[src/core/frwp_pkg.sv]
// Constants of the flash reset and write-protect host controller.
// Assumes a single 250 MHz clock; all counts are in cycles of it.
package frwp_pkg;
  localparam int CLK_MHZ       = 250;
  localparam int CNT_W         = 32;
  // Least times, rounded up
  localparam int RST_PULSE_NS  = 100;
  localparam int RST_PULSE_CYC = (RST_PULSE_NS * CLK_MHZ + 999) / 1000;
  localparam int PWRUP_HOLD_NS = 100;
  localparam int PWRUP_CYC     = (PWRUP_HOLD_NS * CLK_MHZ + 999) / 1000;
  localparam int VPP_SETUP_NS  = 100;
  localparam int VPP_SETUP_CYC = (VPP_SETUP_NS * CLK_MHZ + 999) / 1000;
  localparam int WE_PULSE_NS   = 50;
  localparam int WE_PULSE_CYC  = (WE_PULSE_NS * CLK_MHZ + 999) / 1000;
  localparam int RECOVERY_NS   = 100;
  localparam int RECOVERY_CYC  = (RECOVERY_NS * CLK_MHZ + 999) / 1000;
  // Longest times, rounded down
  localparam int BUSY_RISE_NS  = 100;
  localparam int BUSY_RISE_CYC = BUSY_RISE_NS * CLK_MHZ / 1000;
  localparam int ABORT_US      = 22;
  localparam int ABORT_CYC     = ABORT_US * CLK_MHZ;
  localparam int PSUSP_LOW_US  = 8;
  localparam int PSUSP_LOW_CYC = PSUSP_LOW_US * CLK_MHZ;
  localparam int PSUSP_HI_US   = 7;
  localparam int PSUSP_HI_CYC  = PSUSP_HI_US * CLK_MHZ;
  localparam int ESUSP_LOW_US  = 22;
  localparam int ESUSP_LOW_CYC = ESUSP_LOW_US * CLK_MHZ;
  localparam int ESUSP_HI_US   = 14;
  localparam int ESUSP_HI_CYC  = ESUSP_HI_US * CLK_MHZ;
  // Watchdogs on word-mode operation time
  localparam int PROG_WAIT_US  = 46;
  localparam int PROG_WAIT_CYC = PROG_WAIT_US * CLK_MHZ;
  localparam int ERASE_WAIT_MS = 1140;
  localparam int ERASE_WAIT_CYC = ERASE_WAIT_MS * CLK_MHZ * 1000;
  // Block classes
  localparam logic [1:0] BLK_MAIN  = 2'h0;
  localparam logic [1:0] BLK_PARAM = 2'h1;
  localparam logic [1:0] BLK_BOOT  = 2'h2;
  typedef enum logic [3:0] {
    S_PWRUP     = 4'h0,
    S_IDLE      = 4'h1,
    S_RST       = 4'h2,
    S_RECOV     = 4'h3,
    S_SETUP     = 4'h4,
    S_STROBE    = 4'h5,
    S_BUSYWAIT  = 4'h6,
    S_BUSY      = 4'h7,
    S_SUSP      = 4'h8,
    S_SUSPENDED = 4'h9
  } frwp_state_t;
endpackage

[src/core/frwp_ctrl.sv]
// Host controller driving a NOR flash reset, write-protect, program
// supply and write strobe pins, and watching its ready/busy pin.
// Assumes address and data lines are driven elsewhere.
`timescale 1ns/10ps
module frwp_ctrl #(
  parameter int ABORT_CYC      = frwp_pkg::ABORT_CYC,
  parameter int ESUSP_LOW_CYC  = frwp_pkg::ESUSP_LOW_CYC,
  parameter int PROG_WAIT_CYC  = frwp_pkg::PROG_WAIT_CYC,
  parameter int ERASE_WAIT_CYC = frwp_pkg::ERASE_WAIT_CYC
) (
  // Clock and reset
  input  wire logic       ref_clk,
  input  wire logic       rstn,
  // User requests
  input  wire logic       op_start,
  input  wire logic       op_erase,
  input  wire logic [1:0] op_block,
  input  wire logic       byte_mode,
  input  wire logic       supply_high,
  input  wire logic       wp_lock,
  input  wire logic       boot_unlock,
  input  wire logic       suspend_req,
  input  wire logic       resume_req,
  input  wire logic       reset_req,
  // User status
  output logic            ctrl_ready,
  output logic            op_done,
  output logic            op_refused,
  output logic            op_timeout,
  output logic            suspend_done,
  output logic            suspend_late,
  output logic            reset_done,
  output logic            reset_fault,
  output logic            contents_undefined,
  // Pins from the board
  input  wire logic       ready_busy_n,
  input  wire logic       power_good,
  input  wire logic       supply_ok,
  // Pins to the flash
  output logic            reset_powerdown_n,
  output logic            reset_high_voltage_en,
  output logic            write_protect_n,
  output logic            program_supply_en,
  output logic            program_supply_high,
  output logic            write_strobe_n
);
  localparam int CW = frwp_pkg::CNT_W;

  ////////////////////////////////////////////////////////////////////////////
  // Pin synchronisers: bit 0 ready, 1 power good, 2 supply ok
  logic [2:0] s1, s2, s3, filt, next_filt;
  always_comb begin
    next_filt = (s2 & s3) | (filt & (s2 ^ s3));
  end
  always_ff @(posedge ref_clk or negedge rstn) begin
    if (!rstn) begin
      s1   <= 3'h0;
      s2   <= 3'h0;
      s3   <= 3'h0;
      filt <= 3'h0;
    end else begin
      s1   <= {supply_ok, power_good, ready_busy_n};
      s2   <= s1;
      s3   <= s2;
      filt <= next_filt;
    end
  end
  wire rdy = filt[0];
  wire pg  = filt[1];
  wire sup = filt[2];

  ////////////////////////////////////////////////////////////////////////////
  // Main sequencer
  frwp_pkg::frwp_state_t state, next_state;
  logic [CW-1:0] tmr, next_tmr, prog_lim, susp_lim;
  logic erase_q, next_erase_q, hi_q, next_hi_q, byte_q, next_byte_q;
  logic susp_q, next_susp_q, abort_q, next_abort_q;
  logic next_rpn, next_hv, next_vpp, next_vhi, next_we_n, next_wp_n;
  logic next_done, next_ref, next_tout, next_sdone, next_slate;
  logic next_rdone, next_rfault, next_undef;

  always_comb begin
    prog_lim = erase_q ? CW'(ERASE_WAIT_CYC)
                       : (CW'(PROG_WAIT_CYC) << byte_q);
    if (erase_q) begin
      susp_lim = hi_q ? CW'(frwp_pkg::ESUSP_HI_CYC)
                      : CW'(ESUSP_LOW_CYC);
    end else begin
      susp_lim = hi_q ? CW'(frwp_pkg::PSUSP_HI_CYC)
                      : CW'(frwp_pkg::PSUSP_LOW_CYC);
    end
  end

  always_comb begin
    next_state   = state;
    next_tmr     = tmr + CW'(1);
    next_erase_q = erase_q;
    next_hi_q    = hi_q;
    next_byte_q  = byte_q;
    next_susp_q  = susp_q;
    next_abort_q = abort_q;
    next_rpn     = reset_powerdown_n;
    next_hv      = reset_high_voltage_en;
    next_vpp     = program_supply_en;
    next_vhi     = program_supply_high;
    next_we_n    = 1'b1;
    next_wp_n    = ~wp_lock;
    next_done    = 1'b0;
    next_ref     = 1'b0;
    next_tout    = 1'b0;
    next_sdone   = 1'b0;
    next_slate   = 1'b0;
    next_rdone   = 1'b0;
    next_rfault  = 1'b0;
    next_undef   = 1'b0;
    case (state)
      frwp_pkg::S_PWRUP: begin
        next_rpn = 1'b0;
        if (!pg) begin
          next_tmr = '0;
        end else if (tmr >= CW'(frwp_pkg::PWRUP_CYC)) begin
          next_rpn   = 1'b1;
          next_state = frwp_pkg::S_RECOV;
          next_tmr   = '0;
        end
      end
      frwp_pkg::S_IDLE: begin
        if (op_start) begin
          if (op_block == frwp_pkg::BLK_BOOT && wp_lock
              && !boot_unlock) begin
            next_ref = 1'b1;
          end else begin
            // Parameter and main blocks ignore write-protect
            next_hv      = op_block == frwp_pkg::BLK_BOOT
                           && boot_unlock;
            next_vpp     = 1'b1;
            next_vhi     = supply_high;
            next_erase_q = op_erase;
            next_hi_q    = supply_high;
            next_byte_q  = byte_mode;
            next_susp_q  = 1'b0;
            next_state   = frwp_pkg::S_SETUP;
            next_tmr     = '0;
          end
        end
      end
      frwp_pkg::S_SETUP: begin
        // Covers supply and high-voltage setup before the strobe falls
        if (tmr >= CW'(frwp_pkg::VPP_SETUP_CYC)) begin
          next_tmr = '0;
          if (!sup) begin
            next_ref   = 1'b1;
            next_vpp   = 1'b0;
            next_hv    = 1'b0;
            next_state = frwp_pkg::S_IDLE;
          end else begin
            next_we_n  = 1'b0;
            next_state = frwp_pkg::S_STROBE;
          end
        end
      end
      frwp_pkg::S_STROBE: begin
        // Fixed width, registered: no glitch can reach the pin
        next_we_n = tmr >= CW'(frwp_pkg::WE_PULSE_CYC - 1);
        if (next_we_n) begin
          next_tmr   = '0;
          next_state = susp_q ? frwp_pkg::S_SUSP : frwp_pkg::S_BUSYWAIT;
        end
      end
      frwp_pkg::S_BUSYWAIT: begin
        // Busy delayed by the synchroniser, so allow its latency too
        if (!rdy) begin
          next_state = frwp_pkg::S_BUSY;
          next_tmr   = '0;
        end else if (tmr >= CW'(frwp_pkg::BUSY_RISE_CYC + 4)) begin
          next_done  = 1'b1;
          next_vpp   = 1'b0;
          next_hv    = 1'b0;
          next_state = frwp_pkg::S_IDLE;
        end
      end
      frwp_pkg::S_BUSY: begin
        if (rdy) begin
          next_done  = 1'b1;
          next_vpp   = 1'b0;
          next_hv    = 1'b0;
          next_state = frwp_pkg::S_IDLE;
        end else if (tmr >= prog_lim) begin
          next_tout  = 1'b1;
          next_state = frwp_pkg::S_RST;
          next_tmr   = '0;
        end else if (suspend_req) begin
          next_susp_q = 1'b1;
          next_we_n   = 1'b0;
          next_state  = frwp_pkg::S_STROBE;
          next_tmr    = '0;
        end
      end
      frwp_pkg::S_SUSP: begin
        if (rdy) begin
          next_sdone = 1'b1;
          next_state = frwp_pkg::S_SUSPENDED;
        end else if (tmr >= susp_lim) begin
          next_slate = 1'b1;
          next_state = frwp_pkg::S_RST;
          next_tmr   = '0;
        end
      end
      frwp_pkg::S_SUSPENDED: begin
        if (resume_req) begin
          next_susp_q = 1'b0;
          next_we_n   = 1'b0;
          next_state  = frwp_pkg::S_STROBE;
          next_tmr    = '0;
        end
      end
      frwp_pkg::S_RST: begin
        next_rpn = 1'b0;
        next_vpp = 1'b0;
        next_hv  = 1'b0;
        if (tmr >= CW'(frwp_pkg::RST_PULSE_CYC)
            && (rdy || tmr >= CW'(ABORT_CYC))) begin
          next_rfault = !rdy;
          next_rpn    = 1'b1;
          next_state  = frwp_pkg::S_RECOV;
          next_tmr    = '0;
        end
      end
      frwp_pkg::S_RECOV: begin
        // Restart while busy shows: count from the later event
        if (!rdy) begin
          next_tmr = '0;
        end else if (tmr >= CW'(frwp_pkg::RECOVERY_CYC)) begin
          next_rdone   = 1'b1;
          next_undef   = abort_q;
          next_abort_q = 1'b0;
          next_state   = frwp_pkg::S_IDLE;
        end
      end
      default: begin
        next_state = frwp_pkg::S_PWRUP;
      end
    endcase
    if (state != frwp_pkg::S_PWRUP && state != frwp_pkg::S_RST
        && reset_req) begin
      next_abort_q = state inside {frwp_pkg::S_STROBE, frwp_pkg::S_BUSYWAIT,
                     frwp_pkg::S_BUSY, frwp_pkg::S_SUSP,
                     frwp_pkg::S_SUSPENDED};
      next_rpn   = 1'b0;
      next_vpp   = 1'b0;
      next_hv    = 1'b0;
      next_we_n  = 1'b1;
      next_state = frwp_pkg::S_RST;
      next_tmr   = '0;
    end
    if (next_state == frwp_pkg::S_RST && state != frwp_pkg::S_RST
        && !reset_req) begin
      next_abort_q = 1'b1;
    end
    if (!pg) begin
      next_rpn   = 1'b0;
      next_vpp   = 1'b0;
      next_hv    = 1'b0;
      next_we_n  = 1'b1;
      next_state = frwp_pkg::S_PWRUP;
      next_tmr   = '0;
    end
  end

  always_ff @(posedge ref_clk or negedge rstn) begin
    if (!rstn) begin
      state                 <= frwp_pkg::S_PWRUP;
      tmr                   <= '0;
      erase_q               <= 1'b0;
      hi_q                  <= 1'b0;
      byte_q                <= 1'b0;
      susp_q                <= 1'b0;
      abort_q               <= 1'b0;
      reset_powerdown_n     <= 1'b0;
      reset_high_voltage_en <= 1'b0;
      program_supply_en     <= 1'b0;
      program_supply_high   <= 1'b0;
      write_strobe_n        <= 1'b1;
      write_protect_n       <= 1'b0;
      op_done               <= 1'b0;
      op_refused            <= 1'b0;
      op_timeout            <= 1'b0;
      suspend_done          <= 1'b0;
      suspend_late          <= 1'b0;
      reset_done            <= 1'b0;
      reset_fault           <= 1'b0;
      contents_undefined    <= 1'b0;
    end else begin
      state                 <= next_state;
      tmr                   <= next_tmr;
      erase_q               <= next_erase_q;
      hi_q                  <= next_hi_q;
      byte_q                <= next_byte_q;
      susp_q                <= next_susp_q;
      abort_q               <= next_abort_q;
      reset_powerdown_n     <= next_rpn;
      reset_high_voltage_en <= next_hv;
      program_supply_en     <= next_vpp;
      program_supply_high   <= next_vhi;
      write_strobe_n        <= next_we_n;
      write_protect_n       <= next_wp_n;
      op_done               <= next_done;
      op_refused            <= next_ref;
      op_timeout            <= next_tout;
      suspend_done          <= next_sdone;
      suspend_late          <= next_slate;
      reset_done            <= next_rdone;
      reset_fault           <= next_rfault;
      contents_undefined    <= next_undef;
    end
  end

  assign ctrl_ready = state == frwp_pkg::S_IDLE;

  logic [CW-1:0] low_cnt;
  always_ff @(posedge ref_clk or negedge rstn) begin
    if (!rstn) begin
      low_cnt <= '0;
    end else begin
      low_cnt <= reset_powerdown_n ? '0 : low_cnt + CW'(1);
    end
  end
endmodule

[config.mk]
export PLATFORM = sky130hd
export DESIGN_NAME = frwp_ctrl
export DESIGN_NICKNAME = d
export VERILOG_FILES = /design/src/core/frwp_pkg.sv /design/src/core/frwp_ctrl.sv
export SDC_FILE = /design/constraint.sdc
export NUM_CORES = 1
export LEC_CHECK = 0
export ABC_AREA = 1
export BUFFER_PORTS_ARGS = -buffer_cell sky130_fd_sc_hd__buf_4
export CELL_PAD_IN_SITES_DETAIL_PLACEMENT = 1
export CELL_PAD_IN_SITES_GLOBAL_PLACEMENT = 2
export CORE_UTILIZATION = 36
export DETAILED_ROUTE_END_ITERATION = 8
export PLACE_DENSITY = 0.8
export SKIP_LAST_GASP = 1
export SYNTH_ARGS = -nofsm -noshare
export SYNTH_HDL_FRONTEND = slang
export SYNTH_SLANG_ARGS = --single-unit
[constraint.sdc]
create_clock -name ref_clk -period 2.85 [get_ports ref_clk]
set_input_delay 0.57 -clock ref_clk [delete_from_list [all_inputs] [get_ports ref_clk]]
set_output_delay 0.57 -clock ref_clk [all_outputs]
set_load 0.005 [all_outputs]
==> impl_results.md, run 1 <==
- Status: finished, final reports clean
- Crit path DAT: about 2.9 ns
- CP peak stage delay: roughly 0.4 ns
- Startpoint Class: flip-flop
- Total wire length: ~14 mm
- GRT Total Usage: 0.218
- Clock tree buffer depth: 2
- Clock Skew: around 0.0056 ns
- Nets: 718
- Final Non-Filler Cells: 845
- Die footprint: 0.0134 mm2
- CP dominant cell by count: nand2_1
- Vias per cell: 4.97
- CTS tree: yes
- Die height: 116 um
- Cell Chain, Critical Path: buf_4, nand2_2, ha_1, nand2_1, inv_1, nand3_1, nor3_2, nand2_1, o21ai_1, nand2_1, nand3b_1, nand2_1, nor2_2, nand2_2, nand2_4, clkbuf_16, nor2_2
- Initial antenna violation count: 0
- Drt pass-1 iters: 4
- Global placer's final weighted congestion: between 0.8 and 0.9
- Crit end category: flip-flop
- Worst-Margin Slew: 0.894 ns
- Number of routed nets with antenna violations: 0
- I/O Buffers: 30
- Largest net degree at the start of global routing: between 60 and 70
- Register area share after synthesis: 0.354
- PnR worst setup slack: ~0.23 ns
- Initial Util: 0.370
- TNS Setup: 0 ns
- Total power: 2.19 mW
- Finished Cell Area: 0.00547 mm2
- Core outline area: 0.0126 mm2
- Worst skew pair latency: approximately 0.34 ns
- Critical path class: reg -> reg
- Crit path max-delay cell type: dfrtp_1
- CP Buf/Inv Count: 3
- Crit-path max FO: 10
- P_leak: 2.72 nW
- Syn Area/Cell: 7.53 um2
- Cells after DPL: between 800 and 900
- Number of synthesized flops with an enable pin: 0
- Vias in the first global route: approximately 4300
- Syn Inst Count: 621
- Slew headroom: 0.404
- # DRC: 0
- # Max-Cap Violations: 0
- Post-layout minimum cycle time: 2.62 ns
- Clk pin slew, worst setup/hold paths: 0.06 ns
- Total gr overflow: 0
- Unique masters post-synth: 45
- FF+latch count, synth: between 60 and 70
- Fmax: 381 MHz
- Area growth syn-to-layout: 17.0%
- Ys flop type: dfrtp_1
- Hold buffers post-CTS: 0
- Via count: 4202
- Chip width: 116 um
- Post-DP Area: about 0.0051 mm2
- Hold WC Path Type: in -> async
- TritonCTS Sinks: 66
- First-pass GRT wire length: 21.9 mm
- Fraction of layout cells with a size suffix above 1: 0.190
- Synth Net Count: around 670
- Post-synth ARST share: 1.00
- Clk root buf: clkbuf_16
- # diodes: 0
- Final count of hold timing violations: 0
- YS warnings: 0
- Worst IR Drop VDD: 0.185 mV
- Row count: 41
- Mapped cell area: roughly 0.0047 mm2
- Final worst-path cycle share: 0.920
- Pre-CTS setup slack: 0.124 ns
- Slew Limit Fails: 0
- PD cells: 401 mW/mm2
- Iter 0 DRT Violations: 175
- Cts bufs inserted: 9
- # H-tree levels: 3
- Dpl hpwl: 10.6 mm
- IO Count: 31
- Family with the most delay on the worst path: simple AND/OR/NAND/NOR gates
- WL/cell: between 15 and 20 um
- Worst EP required: 3.08 ns
- # setup viols final: 0
## power by group
group / internal [mW] / switching [mW]
registers: 0.961 / 0.0213
clock network: 0.589 / 0.441
logic: 0.0710 / 0.110
## final cells by class
| cell class | instances | area (um2) |
|---|---|---|
| fillers | 1583 | 7150 |
| multi-input cells | 449 | 2600 |
| flip-flops and latches | 66 | 1650 |
| inverters | 100 | 378 |
| repair buffers | 42 | 353 |
| clock buffers | 10 | 229 |
| well taps | 172 | 215 |
| clock inverters | 6 | 42.5 |
## path summary, 6_finish.rpt
| check | depth (start not counted) | slack, ns | endpoint | startpoint |
|---|---|---|---|---|
| worst max-delay path | 17 | 0.23 | tmr[24]$_DFF_PN0_ | erase_q$_DFFE_PN0P_ |
| max in group asynchronous | 1 | 1.91 | tmr[21]$_DFF_PN0_ | rstn |
| worst min register to register | 0 | 0.35 | s2[2]$_DFF_PN0_ | s1[2]$_DFF_PN0_ |
| worst min-delay path | 1 | 0.31 | byte_q$_DFFE_PN0P_ | rstn |
| min in group ref_clk | 1 | 0.33 | s1[0]$_DFF_PN0_ | ready_busy_n |
| worst max register to register | 17 | 0.23 | tmr[24]$_DFF_PN0_ | erase_q$_DFFE_PN0P_ |
## cell families after synthesis
family,share of synthesized area
multiplexers,0.00241
AND/OR/NAND/NOR,0.349
flip-flops,0.354
adder cells (fa/ha/maj),0.0910
AO/OA/AOI/OAI,0.0680
buffers and inverters,0.0929
XOR/XNOR,0.0431
## flip-flops by register name, summed over array words and instances (netlist names), 3 cells and up
signal	flops
filt	3
s1	3
s2	3
s3	3
state	4
tmr	32
## per-layer routing
layer  up-vias  wire (um)  GRT usage
li1       2085          -          -
met3        11        405     0.0418
met5         -          0          0
met1      2053       6400      0.292
met4         0        155     0.0641
met2        53       6550      0.358
## worst register-to-register path: stages (launching register included)
cell	delay [ns]
dfrtp_1	0.40
buf_4	0.18
nand2_2	0.10
ha_1	0.30
nand2_1	0.05
inv_1	0.08
nand3_1	0.13
nor3_2	0.28
nand2_1	0.09
o21ai_1	0.08
nand2_1	0.09
nand3b_1	0.12
nand2_1	0.08
nor2_2	0.11
nand2_2	0.09
nand2_4	0.12
clkbuf_16	0.19
nor2_2	0.04
## cell usage in the layout (no fill, tap or decap), drive strengths merged
cell / Yosys / layout
a21o: 3 / 3
o211ai: 2 / 2
dfrtp: 65 / 65
buf: 5 / 41
nand2: 123 / 123
nand3b: 2 / 2
o21a: 1 / 1
mux2: 1 / 1
nand3: 35 / 35
nor3: 20 / 20
o22ai: 3 / 3
nor4: 4 / 4
a41oi: 1 / 1
xor2: 20 / 20
a31oi: 1 / 1
a311oi: 1 / 1
nor2: 130 / 130
or2: 1 / 1
inv: 99 / 100
clkinvlp: 0 / 2
clkbuf: 1 / 11
xnor2: 3 / 3
nand4: 16 / 16
a21oi: 20 / 20
clkinv: 1 / 4
o31ai: 1 / 1
a21boi: 1 / 1
ha: 34 / 34
and3: 2 / 2
o21ai: 22 / 22
nor3b: 2 / 2
dfstp: 1 / 1
## stage by stage
step	hold WS [ns]	util
2_1_floorplan	0.274	-
3_3_place_gp	0.338	0.406
3_5_place_dp	0.336	0.406
4_1_cts	0.318	0.428
5_1_grt	0.320	0.433
6_report	0.311	0.433
## Yosys cell counts (all sizes together), types with 2 or more instances
library cell / n / area [um2]
a21oi: 20 / 100
nand2: 123 / 487
o21ai: 22 / 110
o22ai: 3 / 18.8
xor2: 20 / 175
and3: 2 / 12.5
ha: 34 / 425
dfrtp: 65 / 1630
xnor2: 3 / 26.3
nor3: 20 / 126
inv: 99 / 374
a21o: 3 / 22.5
nor3b: 2 / 26.3
nand4: 16 / 113
nor2: 130 / 618
o211ai: 2 / 15.0
nand3: 35 / 203
nand3b: 2 / 15.0
nor4: 4 / 25.0
buf: 5 / 52.6
## repair_timing
item	CTS	global route
setup buffers	0	2
gates resized for setup	0	10
setup endpoints to repair	0	30
Power figures use the tool's default switching activity.
==> run 2, diff against run 1 <==
--- a/config.mk
+++ b/config.mk
@@ -9,6 +9,8 @@
 export BUFFER_PORTS_ARGS = -buffer_cell sky130_fd_sc_hd__buf_4
 export CELL_PAD_IN_SITES_DETAIL_PLACEMENT = 1
 export CELL_PAD_IN_SITES_GLOBAL_PLACEMENT = 2
+export CORE_ASPECT_RATIO = 1.1
+export CORE_MARGIN = 3
 export CORE_UTILIZATION = 36
 export DETAILED_ROUTE_END_ITERATION = 8
 export PLACE_DENSITY = 0.8
==> impl_results.md, run 2 (synthesis results as in run 1) <==
- # DRC: 0
- TritonCTS Sinks: between 60 and 70
- R2r endpoint: tmr[23]$_DFF_PN0_
- Total gr overflow: 0
- Iter 0 DRT Violations: 127
- Slew headroom: 0.416
- Die height: 126 um
- Core outline area: around 0.013 mm2
- Family with the most delay on the worst path: simple AND/OR/NAND/NOR gates
- Hold WC Path Type: in -> reg
- Clock power frac: 0.499
- Via count: 4123
- CP Buf/Inv Count: 3
- Cell Chain, Critical Path: inv_1, nor2_1, inv_1, ha_1, nand3_1, nor3b_1, nand2_1, o21ai_1, nand2_1, nand3b_1, nand2_1, nor2_1, nand2_2, nand2_2, buf_4, nor2_2
- Dpl hpwl: about 11 mm
- Crit end category: flip-flop
- Crit path DAT: 2.78 ns
- Nets: 713
- Worst EP required: ~3.1 ns
- Filler cells: 1565
- Drt pass-1 iters: 4
- Critical path class: reg -> reg
- Net switching power: about 0.57 mW
- FF+latch area: 0.00165 mm2
- Top sig layer: met4
- Commonest non-fill, non-tap cells in the layout: nand2_1 (115), inv_1 (94), nor2_1 (89), dfrtp_1 (65), buf_4 (36)
- Internal power: 1.72 mW
- Met3 WL post-DR: 350 um
- Vias in the first global route: about 4500
- Cts bufs inserted: 9
- IO Count: 31
- Initial Util: 0.370
- Startpoint Class: flip-flop
- Largest net degree at the start of global routing: 67
- Area growth syn-to-layout: 15.8%
- Worst IR Drop VDD: 0.416 mV
- CTS tree: yes
- # setup viols final: 0
- Chip width: approximately 110 um
- Crit-path max FO: 14
- # diodes: 0
- # Max-Cap Violations: 0
- Worst skew pair latency: around 0.34 ns
- CP peak stage delay: 0.38 ns
- Fmax: ~390 MHz
- Clk root buf: clkbuf_16
- HP Start: ready_busy_n
- Clk pin slew, worst setup/hold paths: 0.06 ns
- Status: finished, final reports clean
- Fraction of layout cells with a size suffix above 1: 0.181
- Number of routed nets with antenna violations: 0
- P_leak: 2.71 nW
- Final worst-path cycle share: 0.899
- WL/cell: 16.8 um
- Area occupied by multi-input gates: between 0.002 and 0.003 mm2
- Total wire length: 13.8 mm
- Clock Skew: 0.0102 ns
- Slew Limit Fails: 0
- GRT Total Usage: 0.206
- Clock tree buffer depth: 2
- Comb pwr share: 0.072
- RSZ-0062 raised after global routing: no
- Hold Path Stages: 1
- Global placer's final weighted congestion: 0.865
- TNS Setup: 0 ns
- Top reg by flops: tmr
- Wl on met1: just over 6 mm
- Commonest non-fill, non-tap cell in the layout: nand2_1
- WL met2: 7.01 mm
- Number of flip-flops under the largest register name: 32
- WHS Endpoint: s1[0]$_DFF_PN0_
- First-pass GRT wire length: 23.1 mm
- # H-tree levels: 3
- Crit path max-delay cell type: dfrtp_1
- Row count: 43
- PD cells: 424 mW/mm2
- Sequential power share: 0.429
- Biggest regs: tmr (32), state (4)
- Initial antenna violation count: 0
- Vias per cell: between 4 and 5
- Final count of hold timing violations: 0
- CP dominant cell by count: nand2_1
- R2R setup slack: 0.29 ns
- Die footprint: about 0.014 mm2
- Final Core Density: 0.428
- Switching share of power: 0.248
- Post-CTS setup buffers: 0
- Reg2reg start: erase_q$_DFFE_PN0P_
- Reg2reg path depth: 16
- Worst-Margin Slew: 0.876 ns
- I/O Buffers: 30
- Post-layout minimum cycle time: 2.56 ns
[run 2: worst max-delay path by stage]
stage                         from                 to  cells after the start
2_1_floorplan  erase_q$_DFFE_PN0P_   tmr[5]$_DFF_PN0_                     16
3_3_place_gp      hi_q$_DFFE_PN0P_  tmr[17]$_DFF_PN0_                     15
3_5_place_dp      hi_q$_DFFE_PN0P_  tmr[23]$_DFF_PN0_                     15
4_1_cts        erase_q$_DFFE_PN0P_  tmr[23]$_DFF_PN0_                     19
5_1_grt        erase_q$_DFFE_PN0P_  tmr[26]$_DFF_PN0_                     19
6_report       erase_q$_DFFE_PN0P_  tmr[23]$_DFF_PN0_                     16
[run 2: stage by stage]
| step | setup WS [ns] | power, mW | hold slack, ns | cells | area, um2 |
|---|---|---|---|---|---|
| floorplan | 0.500 | 1.08 | 0.274 | 621 | 4670 |
| global placement | 0.321 | 1.16 | 0.334 | 809 | 5100 |
| detailed placement | 0.234 | 1.17 | 0.336 | 809 | 5100 |
| CTS | 0.224 | 2.33 | 0.323 | 825 | 5410 |
| global route | 0.00355 | 2.39 | 0.322 | 825 | 5410 |
| finish | 0.288 | 2.29 | 0.338 | 825 | 5410 |
[run 2: power by group through the flow]
stage | sequential (mW) | clock, mW | combinational, mW
finish | 0.983 | 1.14 | 0.166
global route | 0.985 | 1.22 | 0.188
CTS | 0.983 | 1.18 | 0.170
detailed placement | 1.00 | 0 | 0.169
global placement | 0.998 | 0 | 0.164
floorplan | 0.993 | 0 | 0.0916
[run 2: metal layers]
| layer | track usage | up-vias |
|---|---|---|
| li1 | - | 2068 |
| met1 | 0.259 | 1982 |
| met2 | 0.353 | 55 |
| met3 | 0.0387 | 18 |
| met4 | 0.0664 | 0 |
| met5 | 0 | - |
[run 2: repair_timing]
action | in CTS | in global routing
resized for setup | 0 | 1
endpoints found under the setup margin | 0 | 16
hold buffers | 0 | 0
[run 2: area by class of cell]
class	count	share of cell area
Sequential cell	66	0.305
Clock buffer	10	0.0442
Timing Repair Buffer	37	0.0536
Clock inverter	6	0.0120
Tap cell	157	0.0363
Inverter	100	0.0698
Multi-Input combinational cell	449	0.479
==> run 3, diff against run 2 <==
--- a/config.mk
+++ b/config.mk
@@ -11,9 +11,10 @@
 export CELL_PAD_IN_SITES_GLOBAL_PLACEMENT = 2
 export CORE_ASPECT_RATIO = 1.1
 export CORE_MARGIN = 3
-export CORE_UTILIZATION = 36
+export CORE_UTILIZATION = 37
+export CTS_BUF_LIST = sky130_fd_sc_hd__clkbuf_8
 export DETAILED_ROUTE_END_ITERATION = 8
-export PLACE_DENSITY = 0.8
+export PLACE_DENSITY = 0.82
 export SKIP_LAST_GASP = 1
 export SYNTH_ARGS = -nofsm -noshare
 export SYNTH_HDL_FRONTEND = slang
==> impl_results.md, run 3 (synthesis results as in run 1) <==
- Status: finished, final reports clean
- Startpoint Class: flip-flop
- GRT Total Usage: 0.207
- Post-CTS setup buffers: 0
- Total gr overflow: 0
- Biggest regs: tmr (32), state (4)
- WL/cell: 16.5 um
- Final worst-path cycle share: 0.899
- Area growth syn-to-layout: 13.0%
- I/O Buffers: 30
- R2r endpoint: tmr[10]$_DFF_PN0_
- Chip width: 113 um
- Internal power: 1.35 mW
- Via count: ~4100
- Cts bufs inserted: 9
- Clock Skew: 0.0144 ns
- R2R setup slack: 0.29 ns
- Core outline area: 0.0122 mm2
- Worst-Margin Slew: between 0.8 and 0.9 ns
- Crit path DAT: about 2.8 ns
- Crit-path max FO: 16
- PD cells: between 300 and 400 mW/mm2
- # H-tree levels: 3
- Iter 0 DRT Violations: 128
- Final Core Density: 0.433
- Post-layout minimum cycle time: ~2.6 ns
- Nets: slightly above 700
- Cells after DPL: 807
- Initial Util: 0.383
- Net switching power: approximately 0.50 mW
- Clk pin slew, worst setup/hold paths: 0.08 ns
- Commonest non-fill, non-tap cells in the layout: nand2_1 (115), inv_1 (95), nor2_1 (90), dfrtp_1 (65), buf_4 (36)
- Critical path class: reg -> reg
- Filler cells: 1553
- Comb pwr share: 0.091
- Slew headroom: 0.423
- Vias in the first global route: 4418
- First-pass GRT wire length: 22.3 mm
- Worst skew pair latency: 0.37 ns
- Fraction of layout cells with a size suffix above 1: 0.177
- Dpl hpwl: 10.7 mm
- Post-CTS sizing: 0
- Global placer's final weighted congestion: 0.826
- Clk root buf: clkbuf_8
- # setup viols final: 0
- Vias per cell: ~5.0
- # diodes: 0
- Reg2reg path depth: 16
- TNS Setup: 0 ns
- Hold buffers post-CTS: 0
- Number of routed nets with antenna violations: 0
- Clock tree buffer depth: 2
- Reg2reg start: erase_q$_DFFE_PN0P_
- Finished Cell Area: 0.00528 mm2
- Worst EP required: 3.11 ns
- Hold_ws: 0.303 ns
- Total wire length: 13.5 mm
- P_leak: 2.66 nW
- Slew Limit Fails: 0
- Final Non-Filler Cells: 821
- Top reg by flops: tmr
- Fmax: between 300 and 400 MHz
- Sequential power share: 0.530
- Final count of hold timing violations: 0
- Row count: 42
- Die footprint: 0.0140 mm2
- # Max-Cap Violations: 0
- Crit end category: flip-flop
- Drt pass-1 iters: 4
- CTS tree: yes
- Largest net degree at the start of global routing: 67
- Die height: 124 um
- Commonest non-fill, non-tap cell in the layout: nand2_1
- # DRC: 0
- Clock power frac: 0.379
- IO Count: 31
- Switching share of power: 0.272
- Hold WC Path Type: in -> async
- RSZ-0062 raised after global routing: no
- Initial antenna violation count: 0
- Post-DP Area: approximately 0.0051 mm2
- Number of flip-flops under the largest register name: 32
- Worst IR Drop VDD: 0.233 mV
- TritonCTS Sinks: 66
run 3: cell types whose count changed in the layout (fill, tap and decap cells not counted), sizes merged:
cell    change
bufinv      -1
buf         +1
clkinv      -1
run 3: power by group through the flow:
stage | combinational (mW) | clock (mW) | sequential, mW
floorplan | 0.0916 | 0 | 0.993
global placement | 0.167 | 0 | 0.997
detailed placement | 0.172 | 0 | 0.998
CTS | 0.173 | 0.730 | 0.980
global route | 0.194 | 0.774 | 0.983
finish | 0.169 | 0.701 | 0.980
run 3: metrics by stage:
stage | power (mW) | worst slack, ns
5_1_grt | 1.95 | 0.000681
3_5_place_dp | 1.17 | 0.315
6_report | 1.85 | 0.287
2_1_floorplan | 1.08 | 0.500
4_1_cts | 1.88 | 0.284
3_3_place_gp | 1.16 | 0.363
run 3: worst max-delay path by stage:
stage | start | endpoint | slack [ns] | cells past startpoint
2_1_floorplan | erase_q$_DFFE_PN0P_ | tmr[5]$_DFF_PN0_ | 0.50 | 16
3_3_place_gp | erase_q$_DFFE_PN0P_ | tmr[5]$_DFF_PN0_ | 0.36 | 16
3_5_place_dp | erase_q$_DFFE_PN0P_ | tmr[10]$_DFF_PN0_ | 0.31 | 16
4_1_cts | erase_q$_DFFE_PN0P_ | tmr[10]$_DFF_PN0_ | 0.28 | 16
5_1_grt | erase_q$_DFFE_PN0P_ | tmr[10]$_DFF_PN0_ | 0.0007 | 19
6_report | erase_q$_DFFE_PN0P_ | tmr[10]$_DFF_PN0_ | 0.29 | 16
run 3: area by class of cell:
class	instances	area (um2)	area share
multi-input combinational	449	2590	0.490
timing repair buffer	38	310	0.0588
clock buffer	10	138	0.0261
clock inverter	4	21.3	0.00403
sequential	66	1650	0.313
tap	154	193	0.0365
inverter	100	378	0.0716
run 3: critical path: stages, from the launching register on:
cell and delay, ns:
dfrtp_1 0.43, inv_1 0.14, nor2_1 0.19, inv_1 0.07
ha_1 0.31, nand3_1 0.08, nor3b_1 0.18, nand2_1 0.07
o21ai_1 0.13, nand2_1 0.07, nand3b_1 0.13, nand2_1 0.07
nor2_1 0.16, nand2_2 0.08, nand2_2 0.12, buf_12 0.18
nor2_2 0.05
run 3: metal layers:
| metal | up-vias | share of wire | GRT usage |
|---|---|---|---|
| met4 | 0 | 0.025 | 0.0902 |
| li1 | 2060 | - | - |
| met3 | 20 | 0.023 | 0.0306 |
| met2 | 62 | 0.50 | 0.366 |
| met5 | - | 0 | 0 |
| met1 | 1963 | 0.45 | 0.252 |
